<file path="config.mk">
export PLATFORM = sky130hd
export DESIGN_NAME = scr_sync_channel_regs
export DESIGN_NICKNAME = d
export VERILOG_FILES = /design/src/scr_pkg.sv /design/src/scr_sync_channel_regs.sv
export SDC_FILE = /design/constraint.sdc
export NUM_CORES = 1
export LEC_CHECK = 0
export ABC_AREA = 1
export BUFFER_PORTS_ARGS = -buffer_cell sky130_fd_sc_hd__buf_2
export CORE_MARGIN = 4
export CORE_UTILIZATION = 52
export DETAILED_ROUTE_END_ITERATION = 7
export HOLD_SLACK_MARGIN = 0.12
export MAX_ROUTING_LAYER = met4
export PLACE_DENSITY = 0.78
export SLEW_MARGIN = 0
export SYNTH_ARGS = -nofsm -noshare
export SYNTH_HDL_FRONTEND = slang
export SYNTH_SLANG_ARGS = --single-unit
</file>
<file path="constraint.sdc">
create_clock -name clk_i -period 2.1 [get_ports clk_i]
set_input_delay 0.315 -clock clk_i [delete_from_list [all_inputs] [get_ports clk_i]]
set_output_delay 0.315 -clock clk_i [all_outputs]
set_load 0.02 [all_outputs]
</file>
<file path="src/scr_pkg.sv">
// package of register offsets, field positions, resets and carrier types for the channel bank
package scr_pkg;

   // ****************************************
   // register offsets
   // ****************************************
   localparam logic [7:0] SCR_ADDR_CH8_OUT  = 8'h4f;
   localparam logic [7:0] SCR_ADDR_CH8_TERM = 8'h50;
   localparam logic [7:0] SCR_ADDR_CH9_OUT  = 8'h51;
   localparam logic [7:0] SCR_ADDR_CH9_TERM = 8'h52;
   localparam logic [7:0] SCR_ADDR_DIVA_LO  = 8'h53;
   localparam logic [7:0] SCR_ADDR_DIVAB    = 8'h54;
   localparam logic [7:0] SCR_ADDR_DIVB_HI  = 8'h55;

   // ****************************************
   // reset values
   // ****************************************
   localparam logic [7:0] SCR_RST_DIVA_LO = 8'h40;
   localparam logic [7:0] SCR_RST_ZERO    = 8'h00;

   // ****************************************
   // field positions and channel count
   // ****************************************
   localparam int SCR_B_DIV_CHOICE = 7;
   localparam int SCR_B_DRIVE      = 6;
   localparam int SCR_CM_MSB       = 5;
   localparam int SCR_B_AUTO_SLEEP = 7;
   localparam int SCR_B_RX_UNGND   = 5;
   localparam int SCR_B_TX_UNGND   = 4;
   localparam int SCR_B_RX_SHORT   = 3;
   localparam int SCR_B_TX_SHORT   = 2;
   localparam int SCR_B_CAP_COUPLE = 1;
   localparam int SCR_NUM_CH       = 2;

   // per-channel settings toward the analog driver and receiver
   typedef struct packed {
      logic       use_ratio_b;   // 0 ratio a, 1 ratio b
      logic       drive_high;    // 0 low current, 1 high current
      logic [5:0] cm_code;       // common-mode resistor code
      logic       rx_powered;    // receiver power enable
      logic       rx_unground;
      logic       tx_unground;
      logic       rx_term_short;
      logic       tx_term_short;
      logic       rx_cap_coupling;
   } scr_ch_cfg_t;

endpackage : scr_pkg

</file>
<file path="src/scr_sync_channel_regs.sv">
// register bank for sync channels 8 and 9 and the shared output divide ratios
//
// The address-and-strobe port was left to the implementer.
`timescale 1ns/1ps
module scr_sync_channel_regs
   import scr_pkg::*;
(
   input  wire logic              clk_i,
   input  wire logic              resetn_i,
   input  wire logic [7:0]        addr_i,
   input  wire logic [7:0]        wdata_i,
   input  wire logic              wr_i,
   input  wire logic              rd_i,
   input  wire logic [1:0]        measure_use_i,   // measure unit uses ch8 [0], ch9 [1]
   output logic      [7:0]        rdata_o,
   output scr_ch_cfg_t            ch8_cfg_o,
   output scr_ch_cfg_t            ch9_cfg_o,
   output logic      [11:0]       ch8_ratio_o,     // divide ratio applied to ch8
   output logic      [11:0]       ch9_ratio_o,     // divide ratio applied to ch9
   output logic      [11:0]       shared_ratio_a_o,
   output logic      [11:0]       shared_ratio_b_o
);

   // ****************************************
   // usage notes
   // ****************************************
   // channel 8 sits at index 0 and channel 9 at index 1 of every per-channel array
   // outputs lag a register write by two edges: byte register first, then output flop
   // the shared ratios span three bytes that software writes one at a time;
   // between those writes a channel briefly runs on a half-updated ratio
   // ratios below ten are not trapped here; keeping them legal is the software's job
   // receiver power follows the measure unit's channel use one edge late
   // unmapped offsets read as zero and ignore writes
   // the bus never stalls: a strobe is taken on the edge where it stands

   // ****************************************
   // local constants
   // ****************************************
   // settings at reset: all other fields clear, receiver powered since auto-sleep resets clear
   localparam scr_ch_cfg_t CFG_RST     = '{rx_powered: 1'b1, default: '0};
   // ratio a leaves reset through its low byte default, upper nibble clear
   localparam logic [11:0] RATIO_A_RST = {SCR_RST_ZERO[3:0], SCR_RST_DIVA_LO};
   // ratio b leaves reset at zero
   localparam logic [11:0] RATIO_B_RST = {SCR_RST_ZERO, SCR_RST_ZERO[3:0]};

   // ****************************************
   // register storage
   // ****************************************
   // per-channel output configuration bytes
   logic [7:0] out_reg  [SCR_NUM_CH];
   logic [7:0] out_next [SCR_NUM_CH];
   // per-channel receiver and termination bytes
   logic [7:0] term_reg  [SCR_NUM_CH];
   logic [7:0] term_next [SCR_NUM_CH];
   // shared divide ratio bytes
   logic [7:0] diva_lo_reg, diva_lo_next;
   logic [7:0] divab_reg,   divab_next;
   logic [7:0] divb_hi_reg, divb_hi_next;
   // read data, zero except in the cycle after a read strobe
   logic [7:0] rdata_reg,   rdata_next;

   // ****************************************
   // derived state toward the analog side
   // ****************************************
   // decoded channel settings, registered so every output comes from a flop
   scr_ch_cfg_t cfg_reg  [SCR_NUM_CH];
   scr_ch_cfg_t cfg_next [SCR_NUM_CH];
   // ratio applied to each channel after the a or b choice
   logic [11:0] ratio_reg  [SCR_NUM_CH];
   logic [11:0] ratio_next [SCR_NUM_CH];
   // registered copies of the shared ratios
   logic [11:0] ra_reg, ra_next;
   logic [11:0] rb_reg, rb_next;
   // shared ratios assembled from the stored bytes, before registering
   logic [11:0] ra_cur, rb_cur;

   // ****************************************
   // decode helpers
   // ****************************************
   // address match of one strobe against one register offset
   function automatic logic hit(input logic       strobe,
                                input logic [7:0] addr,
                                input logic [7:0] target);
      return strobe && (addr == target);
   endfunction

   // next value of a byte register: the written byte on a hit, else hold
   function automatic logic [7:0] next_byte(input logic       strobe,
                                            input logic [7:0] addr,
                                            input logic [7:0] target,
                                            input logic [7:0] wdata,
                                            input logic [7:0] cur);
      return hit(strobe, addr, target) ? wdata : cur;
   endfunction

   // offset of a channel's output configuration register
   function automatic logic [7:0] out_addr(input int ch);
      return (ch == 0) ? SCR_ADDR_CH8_OUT : SCR_ADDR_CH9_OUT;
   endfunction

   // offset of a channel's receiver and termination register
   function automatic logic [7:0] term_addr(input int ch);
      return (ch == 0) ? SCR_ADDR_CH8_TERM : SCR_ADDR_CH9_TERM;
   endfunction

   // ratio a channel runs on, from its divider-choice bit
   function automatic logic [11:0] pick_ratio(input logic        choose_b,
                                              input logic [11:0] ratio_a,
                                              input logic [11:0] ratio_b);
      return choose_b ? ratio_b : ratio_a;
   endfunction

   // ****************************************
   // per-channel logic
   // ****************************************
   // both channels share one layout, so the same logic is laid down per index
   genvar g;
   generate
      for (g = 0; g < SCR_NUM_CH; g++) begin : gen_ch

         // write decode: a write replaces the whole byte, reserved bits included
         always_comb begin
            out_next[g]  = next_byte(wr_i, addr_i, out_addr(g), wdata_i, out_reg[g]);
            term_next[g] = next_byte(wr_i, addr_i, term_addr(g), wdata_i,
                                     term_reg[g]);   // reserved bits stored
         end

         // channel byte registers
         always_ff @(posedge clk_i or negedge resetn_i) begin
            if (!resetn_i) begin
               out_reg[g]  <= SCR_RST_ZERO;
               term_reg[g] <= SCR_RST_ZERO;
            end else begin
               out_reg[g]  <= out_next[g];
               term_reg[g] <= term_next[g];
            end
         end

         // field decode toward the driver and receiver
         always_comb begin
            cfg_next[g].use_ratio_b     = out_reg[g][SCR_B_DIV_CHOICE];
            cfg_next[g].drive_high      = out_reg[g][SCR_B_DRIVE];
            cfg_next[g].cm_code         = out_reg[g][SCR_CM_MSB:0];
            // receiver stays on unless auto-sleep is set and the measure unit is elsewhere
            cfg_next[g].rx_powered      = !term_reg[g][SCR_B_AUTO_SLEEP]
                                          || measure_use_i[g];
            cfg_next[g].rx_unground     = term_reg[g][SCR_B_RX_UNGND];
            cfg_next[g].tx_unground     = term_reg[g][SCR_B_TX_UNGND];
            cfg_next[g].rx_term_short   = term_reg[g][SCR_B_RX_SHORT];
            cfg_next[g].tx_term_short   = term_reg[g][SCR_B_TX_SHORT];
            cfg_next[g].rx_cap_coupling = term_reg[g][SCR_B_CAP_COUPLE];
            ratio_next[g] = pick_ratio(out_reg[g][SCR_B_DIV_CHOICE],
                                       ra_cur, rb_cur);
         end

         // registered settings, one flop stage so the analog side sees no glitch
         always_ff @(posedge clk_i or negedge resetn_i) begin
            if (!resetn_i) begin
               cfg_reg[g]   <= CFG_RST;       // auto-sleep clear at reset
               ratio_reg[g] <= RATIO_A_RST;   // choice bit clear, so ratio a
            end else begin
               cfg_reg[g]   <= cfg_next[g];
               ratio_reg[g] <= ratio_next[g];
            end
         end

      end
   endgenerate

   // ****************************************
   // shared divide ratio bytes
   // ****************************************
   // each byte takes effect on its own; there is no atomic update across bytes
   always_comb begin
      diva_lo_next = next_byte(wr_i, addr_i, SCR_ADDR_DIVA_LO, wdata_i, diva_lo_reg);
      divab_next   = next_byte(wr_i, addr_i, SCR_ADDR_DIVAB, wdata_i, divab_reg);
      divb_hi_next = next_byte(wr_i, addr_i, SCR_ADDR_DIVB_HI, wdata_i, divb_hi_reg);
   end

   // divider byte registers
   always_ff @(posedge clk_i or negedge resetn_i) begin
      if (!resetn_i) begin
         diva_lo_reg <= SCR_RST_DIVA_LO;
         divab_reg   <= SCR_RST_ZERO;
         divb_hi_reg <= SCR_RST_ZERO;
      end else begin
         diva_lo_reg <= diva_lo_next;
         divab_reg   <= divab_next;
         divb_hi_reg <= divb_hi_next;
      end
   end

   // ****************************************
   // shared ratio assembly
   // ****************************************
   // the stored value is the ratio itself, no offset or scaling
   always_comb begin
      ra_cur  = {divab_reg[3:0], diva_lo_reg};
      rb_cur  = {divb_hi_reg, divab_reg[7:4]};
      ra_next = ra_cur;
      rb_next = rb_cur;
   end

   // registered copies of the shared ratios
   always_ff @(posedge clk_i or negedge resetn_i) begin
      if (!resetn_i) begin
         ra_reg <= RATIO_A_RST;
         rb_reg <= RATIO_B_RST;
      end else begin
         ra_reg <= ra_next;
         rb_reg <= rb_next;
      end
   end

   // ****************************************
   // read port
   // ****************************************
   // read mux, data valid the cycle after the strobe and zero otherwise
   always_comb begin
      rdata_next = SCR_RST_ZERO;            // unmapped reads return zero
      if (rd_i) begin
         case (addr_i)
            SCR_ADDR_CH8_OUT:  rdata_next = out_reg[0];
            SCR_ADDR_CH8_TERM: rdata_next = term_reg[0];
            SCR_ADDR_CH9_OUT:  rdata_next = out_reg[1];
            SCR_ADDR_CH9_TERM: rdata_next = term_reg[1];
            SCR_ADDR_DIVA_LO:  rdata_next = diva_lo_reg;
            SCR_ADDR_DIVAB:    rdata_next = divab_reg;
            SCR_ADDR_DIVB_HI:  rdata_next = divb_hi_reg;
            default:           rdata_next = SCR_RST_ZERO;
         endcase
      end
   end

   // read data register
   always_ff @(posedge clk_i or negedge resetn_i) begin
      if (!resetn_i) begin
         rdata_reg <= SCR_RST_ZERO;
      end else begin
         rdata_reg <= rdata_next;
      end
   end

   // ****************************************
   // outputs
   // ****************************************
   // outputs straight from flip-flops
   assign rdata_o          = rdata_reg;
   assign ch8_cfg_o        = cfg_reg[0];
   assign ch9_cfg_o        = cfg_reg[1];
   assign ch8_ratio_o      = ratio_reg[0];
   assign ch9_ratio_o      = ratio_reg[1];
   assign shared_ratio_a_o = ra_reg;
   assign shared_ratio_b_o = rb_reg;

endmodule // scr_sync_channel_regs

</file>
==> summary.md, run 1 <==
Clock tree
• 0.52 ns — Skew-Pair Late Insertion Delay
• 0.06 ns — clock-pin transition on the worst setup and hold timing paths
• 140 — clock net sink count
• clkbuf_8 — cell at the root of the clock tree
• 4 — CTS HTree Levels
• 2 — Max Buffers Root-to-Sink
• done — CTS tree
• 17 — number of CTS-inserted buffers

Finish
• 656 — nets
• 0.6748 — core utilization of the finished layout
• 134 x dfrtp_1, 126 x nand2_1, 104 x buf_2 — most frequent cells in the layout
• 0.2751 — share of layout cells above drive strength 1
• 0.006718 mm^2 — final std cell area, no fill
• dfrtp_1 — most common cell after layout, fill and taps aside
• 780 — number of standard cells in the final layout excluding fillers
• 24.22% — layout overhead on the synthesized area
• 0 — antenna fix cells
• 26 — number of flip-flops in the largest register

Setup path
• output port — critical path capture point type
• 2 — cell count of the worst reg-to-reg path
• 1.78 ns — CP required
• flop to output port — Setup CP Type
• cfg_next[13]$_DFFE_PN0P_ — Worst R2R Start
• 1 — CP Depth
• 0.52 ns — maximum cell stage delay along the critical path
• 1 — Worst Path Max Fanout
• 1 — buffers and inverters on the worst path
• flip-flops — largest delay contributor family on the critical path
• 1.20 ns — arrival time at the worst endpoint
• flop — critical path startpoint category
• 0.82 ns — internal reg-to-reg setup slack
• dfstp_2 — library cell contributing the largest single delay on the critical path
• ch9_ratio_o[6] — worst setup path end
• buf_2 — worst path cell trace
• ch9_ratio_o[6]$_DFF_PN1_ — CP Launch Point
• ch9_ratio_o[11]$_DFF_PN0_ — destination of the worst register-to-register timing path

STA
• 0.005853 ns — final worst clock skew
• 0.6281 ns — actual transition at the worst max-transition pin
• 0.5813 — Slew HR
• 0 ns — accumulated negative setup slack
• 659.1 MHz — Achievable Freq
• 0 — number of failing hold endpoints at the final stage
• 0 — Final Setup Violations
• 0.7225 — final worst path period share
• 1.517 ns — final worst path period need
• 0 — Max Slew Vio Count
• no — unrepaired setup endpoints after global routing

Detailed routing
• 4,043 — total number of vias
• 0 — DRC violations left
• 17.21 um — per-cell routed wire length
• 425 — 1st-iter DRT viols
• 0 — count of nets left with antenna violations after detail routing
• 13,430 um — final wirelength
• 5.183 — number of vias per cell
• 5 — first-pass iteration count of the detailed router

Logic synthesis
• 0.6492 — share of synthesized area occupied by flip-flops and latches
• 22 — number of distinct library cells after synthesis
• 10.65 um^2 — Avg Inst Size Synth
• 530 — Net Count, Synth
• 0 — total number of yosys warnings
• 0.005408 mm^2 — post-synth design cell area
• 140 — post-synthesis register bit count
• 508 — number of instances in the synthesized netlist

Placement
• 736 — dpl cells
• 105 — IO Port Bufs
• 0.006020 mm^2 — placed cell area
• 0.8905 — GPL Wtd Cong
• 9152 um — Detailed Place HPWL

Hold path
• primary input to flop — Hold WC Path Type

Power and ir drop
• 3.373 nW — total leakage power
• 6.478 mW — Pwr Total
• 0.5386 mV — maximum vdd drop
• 964.3 mW/mm^2 — Power per Cell Area

Global routing
• 0 — initial antenna violation count
• 0.2485 — total routing usage reported by global routing
• 21,290 um — first-pass GRT wire length
• 4,022 — number of global-route vias before repair
• 60 — largest net degree at the start of global routing
• 0 — remaining global-route overflow

Status
• complete, no violations — outcome

Floorplan
• 0.009955 mm^2 — placeable core region
• 106 — Top-Level Pins
• 110.0 um — Chip Width
• 0.01209 mm^2 — DIE AREA
• 36 — Cell Rows
• 0.5432 — Starting Density
• 110.0 um — Die Y

Job
• 0 — number of max-cap violations

-- cells by family after synthesis --
family                 Yosys count  share of synthesized area
and+or+nand+nor                225                     0.2064
DFF                            140                     0.6492
AOI/OAI and AO/OA               87                    0.09070
buffers and inverters           56                    0.05368
-- routing by layer --
metal | vias up | routed length [um] | track usage
li1 | 1881 | - | -
met1 | 1977 | 5616 | 0.3175
met2 | 157 | 6766 | 0.3917
met3 | 28 | 754 | 0.05242
met4 | 0 | 290 | 0.09973
met5 | - | 0 | -
-- metrics by stage --
step	hold WS, ns	worst slack, ns
after floorplan	0.01941	0.8140
after global placement	0.3039	0.4831
after detailed placement	0.3179	0.4081
after CTS	0.2397	0.5644
after global routing	0.2608	0.5453
final	0.2572	0.5828
-- cell usage after synthesis, drive strengths merged --
cell type,n,area [um^2]
o21ai,61,312.8
clkbuf,4,15.01
o21a,19,142.6
nor2,43,304.0
dfstp,6,157.7
inv,41,153.9
a21oi,7,35.03
or2,2,12.51
nand2,137,571.8
dfrtp,134,3353
buf,11,121.4
nand3,43,227.7
-- power by group --
part	switching (mW)	leakage, nW	internal [mW]
clock network	1.08	0.277	1.78
logic	0.410	1.39	0.188
registers	0.123	1.71	2.90
-- repair_timing --
action | CTS | global route
endpoints found under the hold margin | 70 | 0
buffers inserted | 0 | 0
hold buffers | 12 | 0
resized for setup | 0 | 0
-- how the worst min path moves through the flow --
stage,start,endpoint,cells past startpoint
after floorplan,resetn_i,cfg_next[0]$_DFFE_PN0P_,0
after global placement,resetn_i,shared_ratio_b_o[5]$_DFF_PN0_,1
after detailed placement,resetn_i,shared_ratio_b_o[5]$_DFF_PN0_,1
after CTS,wr_i,cfg_next[16]$_DFFE_PN0P_,3
after global routing,wr_i,cfg_next[16]$_DFFE_PN0P_,3
final,wr_i,cfg_next[16]$_DFFE_PN0P_,3
-- area by class of cell --
type | instances | area [um^2]
clock buffers | 22 | 462.9
clock inverters | 10 | 115.1
flip-flops and latches | 140 | 3511
multi-input cells | 312 | 1607
well taps | 133 | 166.4
repair buffers | 122 | 701.9
fillers | 738 | 3237
inverters | 41 | 153.9
Note: power is estimated with default switching activity, not from simulation.
==> run 2, diff against run 1 <==
CORE_UTILIZATION = 49   (was 52)
PLACE_DENSITY = 0.77   (was 0.78)
clock period = 1.3 ns   (was 2.1 ns; I/O delays follow)
==> run 2 against run 1 <==
Worst setup slack worse by 0.65 ns. Core utilization shrank 2.6 points. Highest routed layer unchanged. Global-route usage is 0.53 points lower. Flip-flop and latch count is the same. Critical path depth unchanged. Final cell count is 2.8% higher. The flow now finishes with violations (negative setup slack). First-iteration DRC count shrank 38%. Total power increased by 73%. Critical endpoint is now shared_ratio_a_o[6]. Clock skew hardly changed. Clock-buffer cell count unchanged. Register-to-register slack got worse by 0.51 ns. Combinational power up 72%.
==> summary.md, run 2 (synthesis results as in run 1) <==
Placement
• 0.9407 — GPL Wtd Cong, +5.6%
• 758 — dpl cells, +3.0%
• 105 — IO Port Bufs, unchanged
• 9907 um — Detailed Place HPWL, +8.3%

Global routing
• 0.2432 — total routing usage reported by global routing, -0.005327
• 42 — largest net degree at the start of global routing, -30%
• 0 — remaining global-route overflow, unchanged
• 4,194 — number of global-route vias before repair, +4.3%
• 0 — initial antenna violation count, unchanged
• 22,840 um — first-pass GRT wire length, +7.3%

Finish
• 134 x dfrtp_1, 126 x nand2_1, 96 x buf_2 — most frequent cells in the layout
• 0.6487 — core utilization of the finished layout, -0.02618
• 0 — antenna fix cells, unchanged
• 671 — nets, +2.3%
• 0.003511 mm^2 — Reg area, unchanged
• 0.001607 mm^2 — area taken by multi-input logic gates, unchanged
• 26 — number of flip-flops in the largest register, unchanged
• 0.2931 — share of layout cells above drive strength 1, +0.01794
• dfrtp_1 — most common cell after layout, fill and taps aside
• 846 — number of fillers in the final layout, +15%
• 802 — number of standard cells in the final layout excluding fillers, +2.8%
• 30.03% — layout overhead on the synthesized area

STA
• 5 — Final Setup Violations, +5
• yes — unrepaired setup endpoints after global routing
• 0 — Max Slew Vio Count, unchanged
• 732.1 MHz — Achievable Freq
• 1.051 — final worst path period share
• -0.06599 ns — crit path setup slack, layout, -0.6488 ns
• 0.7544 — Slew HR, +0.1731
• 0.005881 ns — final worst clock skew, +0.00002758 ns
• 0.3679 ns — actual transition at the worst max-transition pin, -0.2602 ns
• 0 — number of failing hold endpoints at the final stage, unchanged
• 1.366 ns — final worst path period need

Floorplan
• 113.1 um — Die Y, +2.8%
• 0.01278 mm^2 — DIE AREA, +5.7%
• 106 — Top-Level Pins, unchanged
• 0.01084 mm^2 — placeable core region, +8.9%
• 0.4988 — Starting Density, -0.04439
• 113.1 um — Chip Width, +2.8%
• 38 — Cell Rows, +5.6%

Detailed routing
• 5.094 — number of vias per cell, -1.7%
• 17.27 um — per-cell routed wire length, +0.34%
• 0 — DRC violations left, unchanged
• 0 — count of nets left with antenna violations after detail routing, unchanged
• 13,850 um — final wirelength, +3.2%
• 4,085 — total number of vias, +1.0%
• 265 — 1st-iter DRT viols, -38%
• 5 — first-pass iteration count of the detailed router, unchanged

Setup path
• 1.11 ns — CP required, -0.67 ns
• flop — critical path startpoint category
• 1 — buffers and inverters on the worst path, unchanged
• 1.17 ns — arrival time at the worst endpoint, -0.03 ns
• buf_6 — worst path cell trace
• dfstp_2 — library cell contributing the largest single delay on the critical path
• flip-flops — largest delay contributor family on the critical path
• 0.54 ns — maximum cell stage delay along the critical path, +0.02 ns
• 1 — CP Depth, unchanged
• 4 — cell count of the worst reg-to-reg path, +2
• 1 — Worst Path Max Fanout, unchanged
• output port — critical path capture point type
• flop to output port — Setup CP Type

Clock tree
• 2 — Max Buffers Root-to-Sink, unchanged
• 17 — number of CTS-inserted buffers, unchanged
• clkbuf_8 — cell at the root of the clock tree
• done — CTS tree
• 0 — buffers inserted by post-CTS timing repair, unchanged
• 0.52 ns — Skew-Pair Late Insertion Delay, about the same
• 0.06 ns — clock-pin transition on the worst setup and hold timing paths, about the same
• 140 — clock net sink count, unchanged
• 4 — CTS HTree Levels, unchanged

Power and ir drop
• 2.633 mW — switching pwr, +63%
• 0.092 — combinational share of power, about the same
• 0.472 — clock share of power, +0.031
• 3.518 nW — total leakage power, +4.3%
• 11.17 mW — Pwr Total, +73%
• 0.2356 — Sw Share, -0.01302
• 8.542 mW — Pint, +75%
• 0.9592 mV — maximum vdd drop, +78%
• 0.436 — sequential cell fraction of total power, -0.030
• 1589 mW/mm^2 — Power per Cell Area, +65%

Job
• 0 — number of max-cap violations, unchanged

Status
• negative setup slack — violations in the final reports
• finished with violations — outcome

Hold path
• primary input to asynchronous set/reset pin — Hold WC Path Type

run 2: cell types whose count changed in the layout (fill, tap and decap cells not counted), sizes merged:
cell,delta
buf,+15
clkinv,-4
clkinvlp,+1
bufinv,+3
run 2: area by class of cell:
type / count / share of cell area
Clock buffer: 22 / 0.06726
Clock inverter: 10 / 0.02633
Inverter: 41 / 0.02189
Multi-Input combinational cell: 312 / 0.2285
Sequential cell: 140 / 0.4993
Tap cell: 140 / 0.02491
Timing Repair Buffer: 137 / 0.1319
run 2: metal layers:
metal | global-route usage | up-vias | part of all wire
li1 | - | 1919 | -
met1 | 0.3088 | 1956 | 0.41
met2 | 0.3831 | 185 | 0.50
met3 | 0.05401 | 25 | 0.063
met4 | 0.09696 | 0 | 0.028
met5 | - | - | 0
run 2: what timing repair did:
| item | 4_1_cts | 5_1_grt |
|---|---|---|
| setup endpoints to repair | 6 | 8 |
| pin swaps | 0 | 0 |
| endpoints found under the hold margin | 181 | 0 |
| hold buffers | 12 | 0 |
| gates resized for setup | 12 | 4 |
run 2: final timing paths:
path | start | slack, ns | endpoint
hold reg to reg | cfg_next[6]$_DFFE_PN0P_ | 0.40 | ch9_cfg_o[6]$_DFF_PN0_
setup reg to reg | diva_lo_reg[6]$_DFFE_PN1P_ | 0.31 | rdata_o[6]$_DFF_PN0_
hold / removal | resetn_i | 0.16 | ch8_ratio_o[4]$_DFF_PN0_
max in group asynchronous | resetn_i | 0.60 | ch8_cfg_o[5]$_DFF_PN1_
setup / recovery | shared_ratio_a_o[6]$_DFF_PN1_ | -0.07 | shared_ratio_a_o[6]
min in group clk_i | wr_i | 0.22 | cfg_next[16]$_DFFE_PN0P_
run 2: through the flow:
stage	setup TNS [ns]	instance area [um^2]	hold WS, ns	worst slack (ns)
final	-0.2685	7032	0.1554	-0.06599
after global placement	-0.4150	6203	0.1096	-0.03139
after detailed placement	-2.625	6203	0.1178	-0.09563
after global routing	-0.4802	7032	0.1592	-0.1084
after CTS	-0.3680	7019	0.1370	-0.08338
after floorplan	0	5408	-0.1006	0.1340
run 2: power by group through the flow:
| stage | Sequential, mW | Combinational (mW) | Clock [mW] |
|---|---|---|---|
| global route | 4.91 | 1.12 | 5.53 |
| CTS | 4.87 | 1.04 | 5.31 |
| detailed placement | 4.94 | 0.993 | 0 |
| global placement | 4.93 | 0.969 | 0 |
| finish | 4.87 | 1.03 | 5.27 |
| floorplan | 5.15 | 0.266 | 0 |
